`src/inc/cmo_pkg.sv`:
```
// Purpose: shared constants and types for the comparator and memory operators
// Assumes: 100 MHz system clock
// Notes:   timing, limit and reset figures named here; port widths and SIG_BITS' four bits are literals in the logic

package cmo_pkg;

   //------------------------------------------------------------------
   // clock and timing
   //------------------------------------------------------------------
   localparam int CLK_HZ            = 100_000_000;
   localparam int NV_WRITE_MS       = 50;        // longest nv store
   localparam int NV_WRITE_CYCLES   = NV_WRITE_MS * (CLK_HZ / 1000);
   localparam int BLINK_HZ          = 1;         // restart request blink
   localparam int BLINK_HALF_CYCLES = CLK_HZ / (2 * BLINK_HZ);

   //------------------------------------------------------------------
   // sizes and limits
   //------------------------------------------------------------------
   localparam int CMP_MAX_BITS   = 8;
   localparam int CMP_MIN_BITS   = 2;
   localparam int SIG_BITS       = 4;
   localparam int MAX_STORED_SR  = 8;
   localparam int NV_WRITE_LIMIT = 100000;
   localparam int NV_CNT_W       = 17;

   //------------------------------------------------------------------
   // reset values
   //------------------------------------------------------------------
   localparam logic OUT_RST   = 1'h0;
   localparam logic BLINK_RST = 1'h0;

   //------------------------------------------------------------------
   // relation selection and nv write states
   //------------------------------------------------------------------
   typedef enum logic [2:0] {
      CMO_LT, CMO_LE, CMO_GT, CMO_GE, CMO_EQ, CMO_NE
   } cmo_rel_e;

   typedef enum logic [0:0] {
      CMO_NV_IDLE, CMO_NV_BUSY
   } cmo_nv_state_e;

endpackage

```
`src/rtl/cmo_restart_latch.sv`:
```
// Purpose: restart latch, manual or monitored, with both request outputs
// Assumes: inputs synchronous to clk_sys; blink_phase from the top
// Notes:   MONITORED selects a low-high-low restart pulse

`timescale 1ns/1ps

module cmo_restart_latch #(
   parameter bit MONITORED = 1'b0
) (
   // clock and reset
   input  wire logic clk_sys,
   input  wire logic rst_b,
   // latch inputs
   input  wire logic clear_en,
   input  wire logic clear,
   input  wire logic permit,
   input  wire logic restart,
   input  wire logic blink_phase,
   // latch outputs
   output logic      q,
   output logic      req1,
   output logic      req2
);

   //------------------------------------------------------------------
   // restart conditions
   //------------------------------------------------------------------
   logic restart_prev_reg;
   logic armed_reg;
   logic clr;
   logic hold_ok;
   logic trigger;
   logic q_next;

   // clear absent acts as clear inactive
   assign clr     = clear_en & clear;
   assign hold_ok = ~clr & permit;
   assign trigger = MONITORED ?
                    (armed_reg & ~restart & restart_prev_reg) :
                    (restart & ~restart_prev_reg);
   // latch set, hold, or drop
   assign q_next  = ~hold_ok ? 1'h0 : (trigger ? 1'h1 : q);

   // previous restart level for edges
   always_ff @(posedge clk_sys or negedge rst_b) begin
      if (!rst_b) begin
         restart_prev_reg <= cmo_pkg::OUT_RST;
      end else begin
         restart_prev_reg <= restart;
      end
   end

   // monitored pulse arming
   always_ff @(posedge clk_sys or negedge rst_b) begin
      if (!rst_b) begin
         armed_reg <= cmo_pkg::OUT_RST;
      end else if (!hold_ok || !restart) begin
         armed_reg <= 1'h0;
      end else begin
         armed_reg <= 1'h1;
      end
   end

   //------------------------------------------------------------------
   // outputs
   //------------------------------------------------------------------
   always_ff @(posedge clk_sys or negedge rst_b) begin
      if (!rst_b) begin
         q    <= cmo_pkg::OUT_RST;
         req1 <= cmo_pkg::OUT_RST;
         req2 <= cmo_pkg::OUT_RST;
      end else begin
         q    <= q_next;
         req1 <= hold_ok & ~q_next;
         req2 <= ~hold_ok | (~q_next & blink_phase);
      end
   end
endmodule

```
`src/rtl/cmo_top.sv`:
```
// Purpose: comparator, d, t and sr flip-flops, restart latches
// Assumes: all inputs synchronous to clk_sys; nv memory answers on ack
// Notes:   outputs registered, one cycle after the inputs they reflect
//
// Notes on behaviour
// - constant mode compares two to eight masked bits with constant 0..255
// - bit 0 is least significant, highest used bit most significant
// - ordering relations true exactly while value meets relation to constant
// - equal true only on match, different only on mismatch
// - signal mode builds two four-bit operands, bit 0 least significant
// - signal mode output true exactly while a relates to b as selected
// - d flip-flop: preset alone sets, clear always clears, clear wins
// - d flip-flop loads data on capture rising edge, holds otherwise
// - t flip-flop inverts on toggle rising edge; optional clear zeroes it
// - sr flip-flop: set sets, reset or both clear, neither holds
// - stored sr outputs written to nv memory on change, restored at power-up
// - at most eight sr flip-flops keep state in nv memory
// - each nv write ends within 50 ms; worn flag raised at 100000 writes, writes go on
// - manual latch low on clear or low permit, else holds, sets on rise
// - type 1 request high only while waiting for restart
// - type 2 request high when blocked, blinks 1 Hz waiting, low latched
// - monitored latch behaves like manual except its restart condition
// - clear input exists only when enabled, else treated inactive

`timescale 1ns/1ps

module cmo_top #(
   parameter int SR_COUNT          = cmo_pkg::MAX_STORED_SR,
   parameter int NV_WRITE_CYCLES   = cmo_pkg::NV_WRITE_CYCLES,
   parameter int BLINK_HALF_CYCLES = cmo_pkg::BLINK_HALF_CYCLES
) (
   // clock and reset
   input  wire logic                  clk_sys,
   input  wire logic                  rst_b,
   // comparator
   input  wire logic [7:0]            cmp_bits,  // bit 0 first_bit
   input  wire logic [3:0]            cmp_count,
   input  wire logic [7:0]            cmp_const,
   input  wire cmo_pkg::cmo_rel_e     cmp_rel,
   input  wire logic                  cmp_signal_mode,
   input  wire logic [3:0]            operand_a, // bit 0 operand_a_first_bit
   input  wire logic [3:0]            operand_b, // bit 0 operand_b_first_bit
   output logic                       cmp_out,
   // d flip-flop
   input  wire logic                  dff_preset,
   input  wire logic                  dff_clear,
   input  wire logic                  dff_capture,
   input  wire logic                  dff_data,
   output logic                       dff_q,
   // t flip-flop
   input  wire logic                  tff_toggle,
   input  wire logic                  tff_clear_en,
   input  wire logic                  tff_clear,
   output logic                       tff_q,
   // sr flip-flops
   input  wire logic [SR_COUNT-1:0]   sr_set,
   input  wire logic [SR_COUNT-1:0]   sr_reset,
   input  wire logic [SR_COUNT-1:0]   sr_store_en,
   input  wire logic                  sr_restore_valid,
   input  wire logic [SR_COUNT-1:0]   sr_restore_data,
   output logic      [SR_COUNT-1:0]   sr_q,
   // nv memory port
   input  wire logic                  nv_wr_ack,
   output logic                       nv_wr_req,
   output logic      [SR_COUNT-1:0]   nv_wr_data,
   output logic                       nv_wr_timeout,
   output logic                       nv_wr_worn,
   // manual restart latch
   input  wire logic                  rm_clear_en,
   input  wire logic                  rm_clear,
   input  wire logic                  rm_permit,
   input  wire logic                  rm_restart,
   output logic                       rm_q,
   output logic                       rm_req1,
   output logic                       rm_req2,
   // monitored restart latch
   input  wire logic                  rmon_clear_en,
   input  wire logic                  rmon_clear,
   input  wire logic                  rmon_permit,
   input  wire logic                  rmon_restart,
   output logic                       rmon_q,
   output logic                       rmon_req1,
   output logic                       rmon_req2
);

   //------------------------------------------------------------------
   // elaboration checks
   //------------------------------------------------------------------
   if (SR_COUNT < 1 || SR_COUNT > cmo_pkg::MAX_STORED_SR) begin : g_bad_sr
      $error("SR_COUNT must lie in 1..MAX_STORED_SR");
   end
   if (NV_WRITE_CYCLES < 2 || BLINK_HALF_CYCLES < 2) begin : g_bad_time
      $error("timing counts must be at least 2");
   end

   localparam int NV_TW = $clog2(NV_WRITE_CYCLES);
   localparam int BL_W  = $clog2(BLINK_HALF_CYCLES);
   localparam logic [NV_TW-1:0] NV_LAST = NV_TW'(NV_WRITE_CYCLES - 1);
   localparam logic [BL_W-1:0]  BL_LAST = BL_W'(BLINK_HALF_CYCLES - 1);
   localparam logic [cmo_pkg::NV_CNT_W-1:0] NV_LIMIT =
      cmo_pkg::NV_CNT_W'(cmo_pkg::NV_WRITE_LIMIT);

   //------------------------------------------------------------------
   // decode helpers
   //------------------------------------------------------------------
   // relation between two unsigned values
   function automatic logic rel_true(input logic [7:0] a,
                                     input logic [7:0] b,
                                     input cmo_pkg::cmo_rel_e r);
      unique case (r)
         cmo_pkg::CMO_LT: rel_true = a <  b;
         cmo_pkg::CMO_LE: rel_true = a <= b;
         cmo_pkg::CMO_GT: rel_true = a >  b;
         cmo_pkg::CMO_GE: rel_true = a >= b;
         cmo_pkg::CMO_EQ: rel_true = a == b;
         cmo_pkg::CMO_NE: rel_true = a != b;
         default:         rel_true = 1'h0;
      endcase
   endfunction

   // mask of used inputs, count clamped to 2..8
   function automatic logic [7:0] used_mask(input logic [3:0] n);
      logic [3:0] k;
      k = n;
      if (n < 4'(cmo_pkg::CMP_MIN_BITS)) k = 4'(cmo_pkg::CMP_MIN_BITS);
      if (n > 4'(cmo_pkg::CMP_MAX_BITS)) k = 4'(cmo_pkg::CMP_MAX_BITS);
      used_mask = 8'(9'h1FF >> (4'h9 - k));
   endfunction

   //------------------------------------------------------------------
   // comparator
   //------------------------------------------------------------------
   logic [7:0] cmp_value;
   logic [7:0] sig_a;
   logic [7:0] sig_b;

   // unused upper inputs read as zero
   assign cmp_value = cmp_bits & used_mask(cmp_count);
   assign sig_a     = {4'h0, operand_a};
   assign sig_b     = {4'h0, operand_b};

   // relation result
   always_ff @(posedge clk_sys or negedge rst_b) begin
      if (!rst_b) begin
         cmp_out <= cmo_pkg::OUT_RST;
      end else if (cmp_signal_mode) begin
         cmp_out <= rel_true(sig_a, sig_b, cmp_rel);
      end else begin
         cmp_out <= rel_true(cmp_value, cmp_const, cmp_rel);
      end
   end

   //------------------------------------------------------------------
   // edge history
   //------------------------------------------------------------------
   logic dff_cap_prev_reg;
   logic tff_tog_prev_reg;

   always_ff @(posedge clk_sys or negedge rst_b) begin
      if (!rst_b) begin
         dff_cap_prev_reg <= cmo_pkg::OUT_RST;
         tff_tog_prev_reg <= cmo_pkg::OUT_RST;
      end else begin
         dff_cap_prev_reg <= dff_capture;
         tff_tog_prev_reg <= tff_toggle;
      end
   end

   //------------------------------------------------------------------
   // d and t flip-flops
   //------------------------------------------------------------------
   always_ff @(posedge clk_sys or negedge rst_b) begin
      if (!rst_b) begin
         dff_q <= cmo_pkg::OUT_RST;
      end else if (dff_clear) begin
         dff_q <= 1'h0;
      end else if (dff_preset) begin
         dff_q <= 1'h1;
      end else if (dff_capture && !dff_cap_prev_reg) begin
         dff_q <= dff_data;
      end
   end

   always_ff @(posedge clk_sys or negedge rst_b) begin
      if (!rst_b) begin
         tff_q <= cmo_pkg::OUT_RST;
      end else if (tff_clear_en && tff_clear) begin
         tff_q <= 1'h0;
      end else if (tff_toggle && !tff_tog_prev_reg) begin
         tff_q <= ~tff_q;
      end
   end

   //------------------------------------------------------------------
   // sr flip-flops with optional nv restore
   //------------------------------------------------------------------
   logic restored_reg;
   logic restore_now;

   assign restore_now = sr_restore_valid & ~restored_reg;

   // power-up restore accepted once
   always_ff @(posedge clk_sys or negedge rst_b) begin
      if (!rst_b) begin
         restored_reg <= cmo_pkg::OUT_RST;
      end else if (sr_restore_valid) begin
         restored_reg <= 1'h1;
      end
   end

   for (genvar i = 0; i < SR_COUNT; i++) begin : g_sr
      always_ff @(posedge clk_sys or negedge rst_b) begin
         if (!rst_b) begin
            sr_q[i] <= cmo_pkg::OUT_RST;
         end else if (restore_now && sr_store_en[i]) begin
            sr_q[i] <= sr_restore_data[i];
         end else if (sr_reset[i]) begin
            sr_q[i] <= 1'h0;
         end else if (sr_set[i]) begin
            sr_q[i] <= 1'h1;
         end
      end
   end

   //------------------------------------------------------------------
   // nv store of changed sr state
   //------------------------------------------------------------------
   cmo_pkg::cmo_nv_state_e       nv_state_reg;
   logic [SR_COUNT-1:0]          sr_last_reg;
   logic                         restore_d_reg;
   logic                         dirty_reg;
   logic                         changed;
   logic                         launch;
   logic [NV_TW-1:0]             nv_timer_reg;
   logic [cmo_pkg::NV_CNT_W-1:0] nv_count_reg;

   assign changed = |((sr_q ^ sr_last_reg) & sr_store_en) & ~restore_d_reg;
   assign launch  = (nv_state_reg == cmo_pkg::CMO_NV_IDLE) & dirty_reg;

   // change history; a new change wins over the launch
   always_ff @(posedge clk_sys or negedge rst_b) begin
      if (!rst_b) begin
         sr_last_reg   <= '0;
         restore_d_reg <= cmo_pkg::OUT_RST;
         dirty_reg     <= cmo_pkg::OUT_RST;
      end else begin
         sr_last_reg   <= sr_q;
         restore_d_reg <= restore_now;
         if (changed) begin
            dirty_reg <= 1'h1;
         end else if (launch) begin
            dirty_reg <= 1'h0;
         end
      end
   end

   // one write in flight, abandoned after the longest store time
   always_ff @(posedge clk_sys or negedge rst_b) begin
      if (!rst_b) begin
         nv_state_reg  <= cmo_pkg::CMO_NV_IDLE;
         nv_wr_req     <= cmo_pkg::OUT_RST;
         nv_wr_data    <= '0;
         nv_timer_reg  <= '0;
         nv_wr_timeout <= cmo_pkg::OUT_RST;
      end else begin
         unique case (nv_state_reg)
            cmo_pkg::CMO_NV_IDLE: begin
               if (dirty_reg) begin
                  nv_state_reg <= cmo_pkg::CMO_NV_BUSY;
                  nv_wr_req    <= 1'h1;
                  nv_wr_data   <= sr_q & sr_store_en;
                  nv_timer_reg <= '0;
               end
            end
            cmo_pkg::CMO_NV_BUSY: begin
               nv_timer_reg <= nv_timer_reg + 1'b1;
               if (nv_wr_ack) begin
                  nv_state_reg <= cmo_pkg::CMO_NV_IDLE;
                  nv_wr_req    <= 1'h0;
               end else if (nv_timer_reg == NV_LAST) begin
                  nv_state_reg  <= cmo_pkg::CMO_NV_IDLE;
                  nv_wr_req     <= 1'h0;
                  nv_wr_timeout <= 1'h1;
               end
            end
         endcase
      end
   end

   // wear count; flags the write budget reached
   always_ff @(posedge clk_sys or negedge rst_b) begin
      if (!rst_b) begin
         nv_count_reg <= '0;
         nv_wr_worn   <= cmo_pkg::OUT_RST;
      end else if (launch) begin
         if (nv_count_reg != NV_LIMIT) begin
            nv_count_reg <= nv_count_reg + 1'b1;
         end
         nv_wr_worn <= (nv_count_reg + 1'b1) >= NV_LIMIT;
      end
   end

   //------------------------------------------------------------------
   // 1 Hz blink phase for type 2 requests
   //------------------------------------------------------------------
   logic [BL_W-1:0] blink_cnt_reg;
   logic            blink_phase_reg;

   always_ff @(posedge clk_sys or negedge rst_b) begin
      if (!rst_b) begin
         blink_cnt_reg   <= '0;
         blink_phase_reg <= cmo_pkg::BLINK_RST;
      end else if (blink_cnt_reg == BL_LAST) begin
         blink_cnt_reg   <= '0;
         blink_phase_reg <= ~blink_phase_reg;
      end else begin
         blink_cnt_reg <= blink_cnt_reg + 1'b1;
      end
   end

   //------------------------------------------------------------------
   // restart latches
   //------------------------------------------------------------------
   cmo_restart_latch #(.MONITORED(1'b0)) u_rst_manual (
      .clk_sys     (clk_sys),
      .rst_b       (rst_b),
      .clear_en    (rm_clear_en),
      .clear       (rm_clear),
      .permit      (rm_permit),
      .restart     (rm_restart),
      .blink_phase (blink_phase_reg),
      .q           (rm_q),
      .req1        (rm_req1),
      .req2        (rm_req2)
   );

   cmo_restart_latch #(.MONITORED(1'b1)) u_rst_monitor (
      .clk_sys     (clk_sys),
      .rst_b       (rst_b),
      .clear_en    (rmon_clear_en),
      .clear       (rmon_clear),
      .permit      (rmon_permit),
      .restart     (rmon_restart),
      .blink_phase (blink_phase_reg),
      .q           (rmon_q),
      .req1        (rmon_req1),
      .req2        (rmon_req2)
   );

   //------------------------------------------------------------------
   // checks
   //------------------------------------------------------------------
   // cycles the pending nv request has stood, for the time bound
   logic [NV_TW:0] nv_age_reg;

   always_ff @(posedge clk_sys or negedge rst_b) begin
      if (!rst_b) begin
         nv_age_reg <= '0;
      end else if (nv_wr_req) begin
         nv_age_reg <= nv_age_reg + 1'b1;
      end else begin
         nv_age_reg <= '0;
      end
   end
endmodule

```
`config.mk`:
```
export PLATFORM = sky130hd
export DESIGN_NAME = cmo_top
export DESIGN_NICKNAME = d
export VERILOG_FILES = /design/src/inc/cmo_pkg.sv /design/src/rtl/cmo_restart_latch.sv /design/src/rtl/cmo_top.sv
export SDC_FILE = /design/constraint.sdc
export NUM_CORES = 1
export LEC_CHECK = 0
export BUFFER_PORTS_ARGS = -buffer_cell sky130_fd_sc_hd__buf_4
export CAP_MARGIN = 20
export CORE_ASPECT_RATIO = 1.2
export CORE_MARGIN = 8
export CORE_UTILIZATION = 45
export CTS_CLUSTER_DIAMETER = 80
export DETAILED_ROUTE_END_ITERATION = 12
export PLACE_DENSITY = 0.67
export SYNTH_ARGS = -nofsm -noshare
export SYNTH_HDL_FRONTEND = slang
export SYNTH_SLANG_ARGS = --single-unit
```
`constraint.sdc`:
```
create_clock -name clk_sys -period 4.6 [get_ports clk_sys]
set_input_delay 0 -clock clk_sys [delete_from_list [all_inputs] [get_ports clk_sys]]
set_output_delay 0 -clock clk_sys [all_outputs]
set_load 0.03 [all_outputs]
```
---- Word-level counts from Yosys, hierarchy flattened ----
Index checks and enable logic that the tools add are counted.
word-level totals
  input bits .............................. 83
  flip-flop bits (word level) ............. 112
  output and inout bits ................... 28
  logic and storage cells ................. 184
operators by class
  order comparisons ....................... 11
  $add $sub $neg .......................... 4
  bitwise logic cells ..................... 34
  eq/ne operators ......................... 14
  multiplexer cells ....................... 52
  reductions and logical operators ........ 33
  shift operators ......................... 1
operator list
  kind                     number
  $pmux W23 S2             1
  $mux W1                  43
  $reduce_bool A3 Y1       9
  $add A26 B1 Y26 const B  1
  $eq A26 B26 Y1 const B   1
  $mux W26                 1
  $and A8 B8 Y8            3
  $add A23 B1 Y23 const B  1
  $eq A23 B23 Y1 const B   1
  $mux W23                 1
  $add A17 B1 Y17 const B  1
  $ge A17 B17 Y1 const B   1
  $ne A17 B17 Y1 const B   1
  $and A1 B1 Y1            14
  $not A1 Y1               14
  $pmux W1 S6              2
  $logic_and A1 B1 Y1      11
  $shr A9 B4 Y8 const A    1
  $eq A8 B8 Y1             1
  $ge A8 B8 Y1             1
  $gt A8 B8 Y1             1
  $le A8 B8 Y1             1
  $lt A8 B8 Y1             1
  $mux W4                  2
  25 further kinds         35

---- Depth between registers and ports, before layout ----
  depth in word-level cells ............... 9
  depth in mapped cells ................... 13
  depth with buffers taken out ............ 13

---- Cells and area by module ----
From an unflattened synthesis, not the netlist that was laid out.
second synthesis, totals
  cell total of the unflattened synthesis .. 573
  area, all modules ....................... 5739.3 sq um
by module, submodules not included
  module                             cells an instance  area an instance (sq um)  instances
  cmo_top                            551                5410.2                    1
  cmo_restart_latch (u_rst_monitor)  12                 182.7                     1
  cmo_restart_latch (u_rst_manual)   10                 146.4                     1

---- Least setup slack after synthesis ----
No wires, ideal clock.
  path type ............................... input -> register
  from .................................... in cmp_count[2]
  to ...................................... reg cmp_out
  slack ................................... 2.104 ns
  setup time .............................. 0.082 ns
  arrival time ............................ 2.414 ns
  path buffers ............................ 0
  stages .................................. 12
  data required time ...................... 4.518 ns
  cells stage by stage .................... nor2b_1 > or2_2 > ha_1 > xnor2_1 > nor2b_1 > and2_1 > ha_1 > nand4_1 > a21oi_1 > a2111oi_0 > or4b_2 > a31oi_1
between the ends
  word-level cells in the longest chain between the ends .. 9
ends and longest elaborated chain
  item                                  RTL line        source
  from (decl)                           cmo_top.sv:37   input wire logic [3:0] cmp_count,
  $lt A4 B2 Y1                          cmo_top.sv:125  if (n < 4'(cmo_pkg::CMP_MIN_BITS)) k = 4'(cmo_pkg::CMP_MIN_BITS);
  $mux W4                               cmo_top.sv:125
  $mux W4 (*)                           cmo_top.sv:126  if (n > 4'(cmo_pkg::CMP_MAX_BITS)) k = 4'(cmo_pkg::CMP_MAX_BITS);
  $sub A4 B4 Y4 (*)                     cmo_top.sv:127  used_mask = 8'(9'h1FF >> (4'h9 - k));
  $shr A9 B4 Y8 (*)                     cmo_top.sv:127
  $and A8 B8 Y8 (*)                     cmo_top.sv:138  assign cmp_value = cmp_bits & used_mask(cmp_count);
  $ge A8 B8 Y1 (tied with other cells)  cmo_top.sv:114  cmo_pkg::CMO_GE: rel_true = a >= b;
  $pmux W1 S6 (*)                       cmo_top.sv:110  unique case (r)
  $mux W1 (*)                           cmo_top.sv:146  end else if (cmp_signal_mode) begin
  to (signal assigned)                  cmo_top.sv:145  cmp_out <= cmo_pkg::OUT_RST;
  to (signal assigned)                  cmo_top.sv:147  cmp_out <= rel_true(sig_a, sig_b, cmp_rel);
  to (signal assigned)                  cmo_top.sv:149  cmp_out <= rel_true(cmp_value, cmp_const, cmp_rel);
  to (decl)                             cmo_top.sv:43   output logic cmp_out,
Every way passes the cells marked *; elsewhere a longest branch is shown, timed or not.
A chain may end at the register's enable or synchronous reset.

---- Worst setup path after layout ----
Same ends and word-level chain as after synthesis.

==> flow_metrics.env <==
export IMPL_status="complete, no violations"
export IMPL_arrival_ps=2930
export IMPL_fill_cells=1020
export IMPL_clockBufferDepth=2
export IMPL_fin_worst_skew_ps=11.5
export IMPL_htreeDepth=3
export IMPL_synth_distinct_cells=55
export IMPL_first_global_vias=5057
export IMPL_leakagePower_nw=3.39
export IMPL_reg2reg_setup_slack_ps=2350
export IMPL_route_detailed_drc=0
export IMPL_clock_sinks=112
export IMPL_irDropWorstVdd_mv=0.223
export IMPL_post_route_period_util=0.581
export IMPL_cts_resized=0
export IMPL_die_width_um=118
export IMPL_timing_final_crit_period_ps=2670
export IMPL_tightest_slew_ps=842
export IMPL_grt_max_degree=61
export IMPL_final_common_cell="buf_4"
export IMPL_rsz0062_at_grt="false"
export IMPL_grt_util_all_layers=0.169
export IMPL_cap_violations=0
export IMPL_numPortBuffers=110
export IMPL_antenna_found_initial=0
export IMPL_firstDrtPassIters=4
export IMPL_whs_ps=15.3
export IMPL_die_area_um2=16400
export IMPL_postCtsHoldBufs=45
export IMPL_ant_nets=0
export IMPL_largest_register_ff_count=26
export IMPL_total_power_mw=2.59
export IMPL_grt_ovfl_total=0
export IMPL_dp_final_hpwl_um=9780
export IMPL_numCtsBuffers=9
export IMPL_worstSetupStartpointType="input port"
export IMPL_ys_seq_area_frac=0.497
export IMPL_vias=4832
export IMPL_core_area_um2=12400
export IMPL_synth_edff_count=0
export IMPL_die_y_um=139
export IMPL_path_clk_slew_ps=70
export IMPL_ys_flop_type="dfrtp_1"
export IMPL_wirelength_um=13800
export IMPL_setup_ws_ps=1930
export IMPL_cts_tree="built"
export IMPL_finalSetupViolCount=0
export IMPL_powerDensity_nw_per_um2=352
export IMPL_syn_area_per_cell_um2=9.89
export IMPL_synthTopCellsByArea="dfrtp_1 50%, nand2_1 4.2%, xnor2_1 4.2%"
export IMPL_max_slew_margin=0.434
export IMPL_holdPathStages=3
export IMPL_grt_first_pass_wirelength_um=23100
export IMPL_cts_root_buf="clkbuf_16"
export IMPL_critical_path_endpoint_type="flop"
export IMPL_ys_ff_latch=112
export IMPL_async_reset_ff_frac=1.00
export IMPL_rows=45
export IMPL_yosysTopAreaCell="dfrtp_1"
export IMPL_reg2reg_depth=7
export IMPL_finalMaxSlewViolations=0
export IMPL_fin_tns_setup_ps=0
export IMPL_hold_viol_final=0
export IMPL_required_ps=4860
export IMPL_yosysTopAreaCellShare=0.497
export IMPL_start_util=0.453
export IMPL_via_per_inst=5.40
export IMPL_ys_warn_count=0
export IMPL_wl_per_cell_um=15.4
export IMPL_layout_nets=825
export IMPL_synth_cells=570
export IMPL_place_gp_congestion=0.839
export IMPL_mostFrequentLayoutCells="113 x buf_4, 112 x dfrtp_1, 63 x nand2_1, 47 x nor2_1, 45 x dlygate4sd3_1"
export IMPL_path_max_fanout=5
export IMPL_area_growth_pct=30.6
export IMPL_drt_iter0_markers=254
export IMPL_syn_cell_area_um2=5640
export IMPL_ios=111
export IMPL_place_ws_ps=1730
export IMPL_min_path_type="input port to flop"
export IMPL_dpl_cell_area_um2=6610
export IMPL_worstSkewPairLatency_ps=350
export IMPL_cts_setup_buffers=0
export IMPL_fmax_ghz=0.374
export IMPL_criticalPathCategory="input port to flop"
export IMPL_drive_above_1_share=0.205
export IMPL_fin_area_um2=7360
export IMPL_syn_num_nets=670
[Yosys cell counts (all sizes together), types with 11 or more instances]
cell / count
nor3: 13
ha: 17
nand3: 34
dfrtp: 112
nor2: 48
nor2b: 11
inv: 24
xor2: 21
xnor2: 27
nand2: 63
nand4: 19
a21oi: 20
o21ai: 31
[routing by layer]
metal / track usage / up-vias / share of wire
li1: - / 2344 / -
met1: 0.191 / 2330 / 0.42
met2: 0.295 / 133 / 0.51
met3: 0.0448 / 25 / 0.047
met4: 0.0662 / 0 / 0.023
met5: 0 / - / 0
[cell families (layout without fill, tap and decap cells)]
family | Yosys count | in the layout | synth area share
multiplexers | 11 | 11 | 0.0198
buffers and inverters | 38 | 198 | 0.0282
adder cells (fa/ha/maj) | 17 | 17 | 0.0377
flip-flops | 112 | 112 | 0.497
AO/OA/AOI/OAI | 104 | 104 | 0.124
other | 0 | 1 | 0
XOR/XNOR | 48 | 48 | 0.0746
AND/OR/NAND/NOR | 240 | 240 | 0.219
[path summary, 6_finish.rpt]
path                              startpoint               end
max in group asynchronous              rst_b     nv_wr_timeout
worst max register to register  nv_state_reg  nv_count_reg[10]
worst min register to register       sr_q[2]    sr_last_reg[2]
min in group asynchronous              rst_b  tff_tog_prev_reg
worst max-delay path            cmp_count[2]           cmp_out
worst min-delay path              cmp_rel[2]           cmp_out
[critical path, cell delays in order]
cell and delay [ps]:
buf_4 120, nor2b_1 130, or2_2 290, ha_1 220, xnor2_1 300, nor2b_1 210, nand2_1 70, nor2_1 110
ha_1 160, nand4_1 150, nor2_1 200, mux2i_1 200, a21oi_1 80, dlygate4sd3_1 550, a31oi_1 160
[where the power goes]
part | switching (mW) | internal (mW)
logic | 0.360 | 0.280
clock network | 0.365 | 0.390
registers | 0.119 | 1.08
total | 0.844 | 1.75
[final cells by class]
cell class	count	area, um2	area share
Sequential cell	112	2800	0.381
Multi-Input combinational cell	420	2680	0.363
Timing Repair Buffer	158	1300	0.176
Clock buffer	10	239	0.0325
Tap cell	164	205	0.0279
Inverter	24	90.1	0.0122
Clock inverter	6	48.8	0.00663
Antenna cell	1	2.50	0.000340
[per-stage QoR]
stage                      util  cells
after global routing      0.591    894
after detailed placement  0.532    832
after floorplan               -    570
final                     0.592    895
after CTS                 0.591    893
after global placement    0.532    832
(Power assumes the default switching activity.)
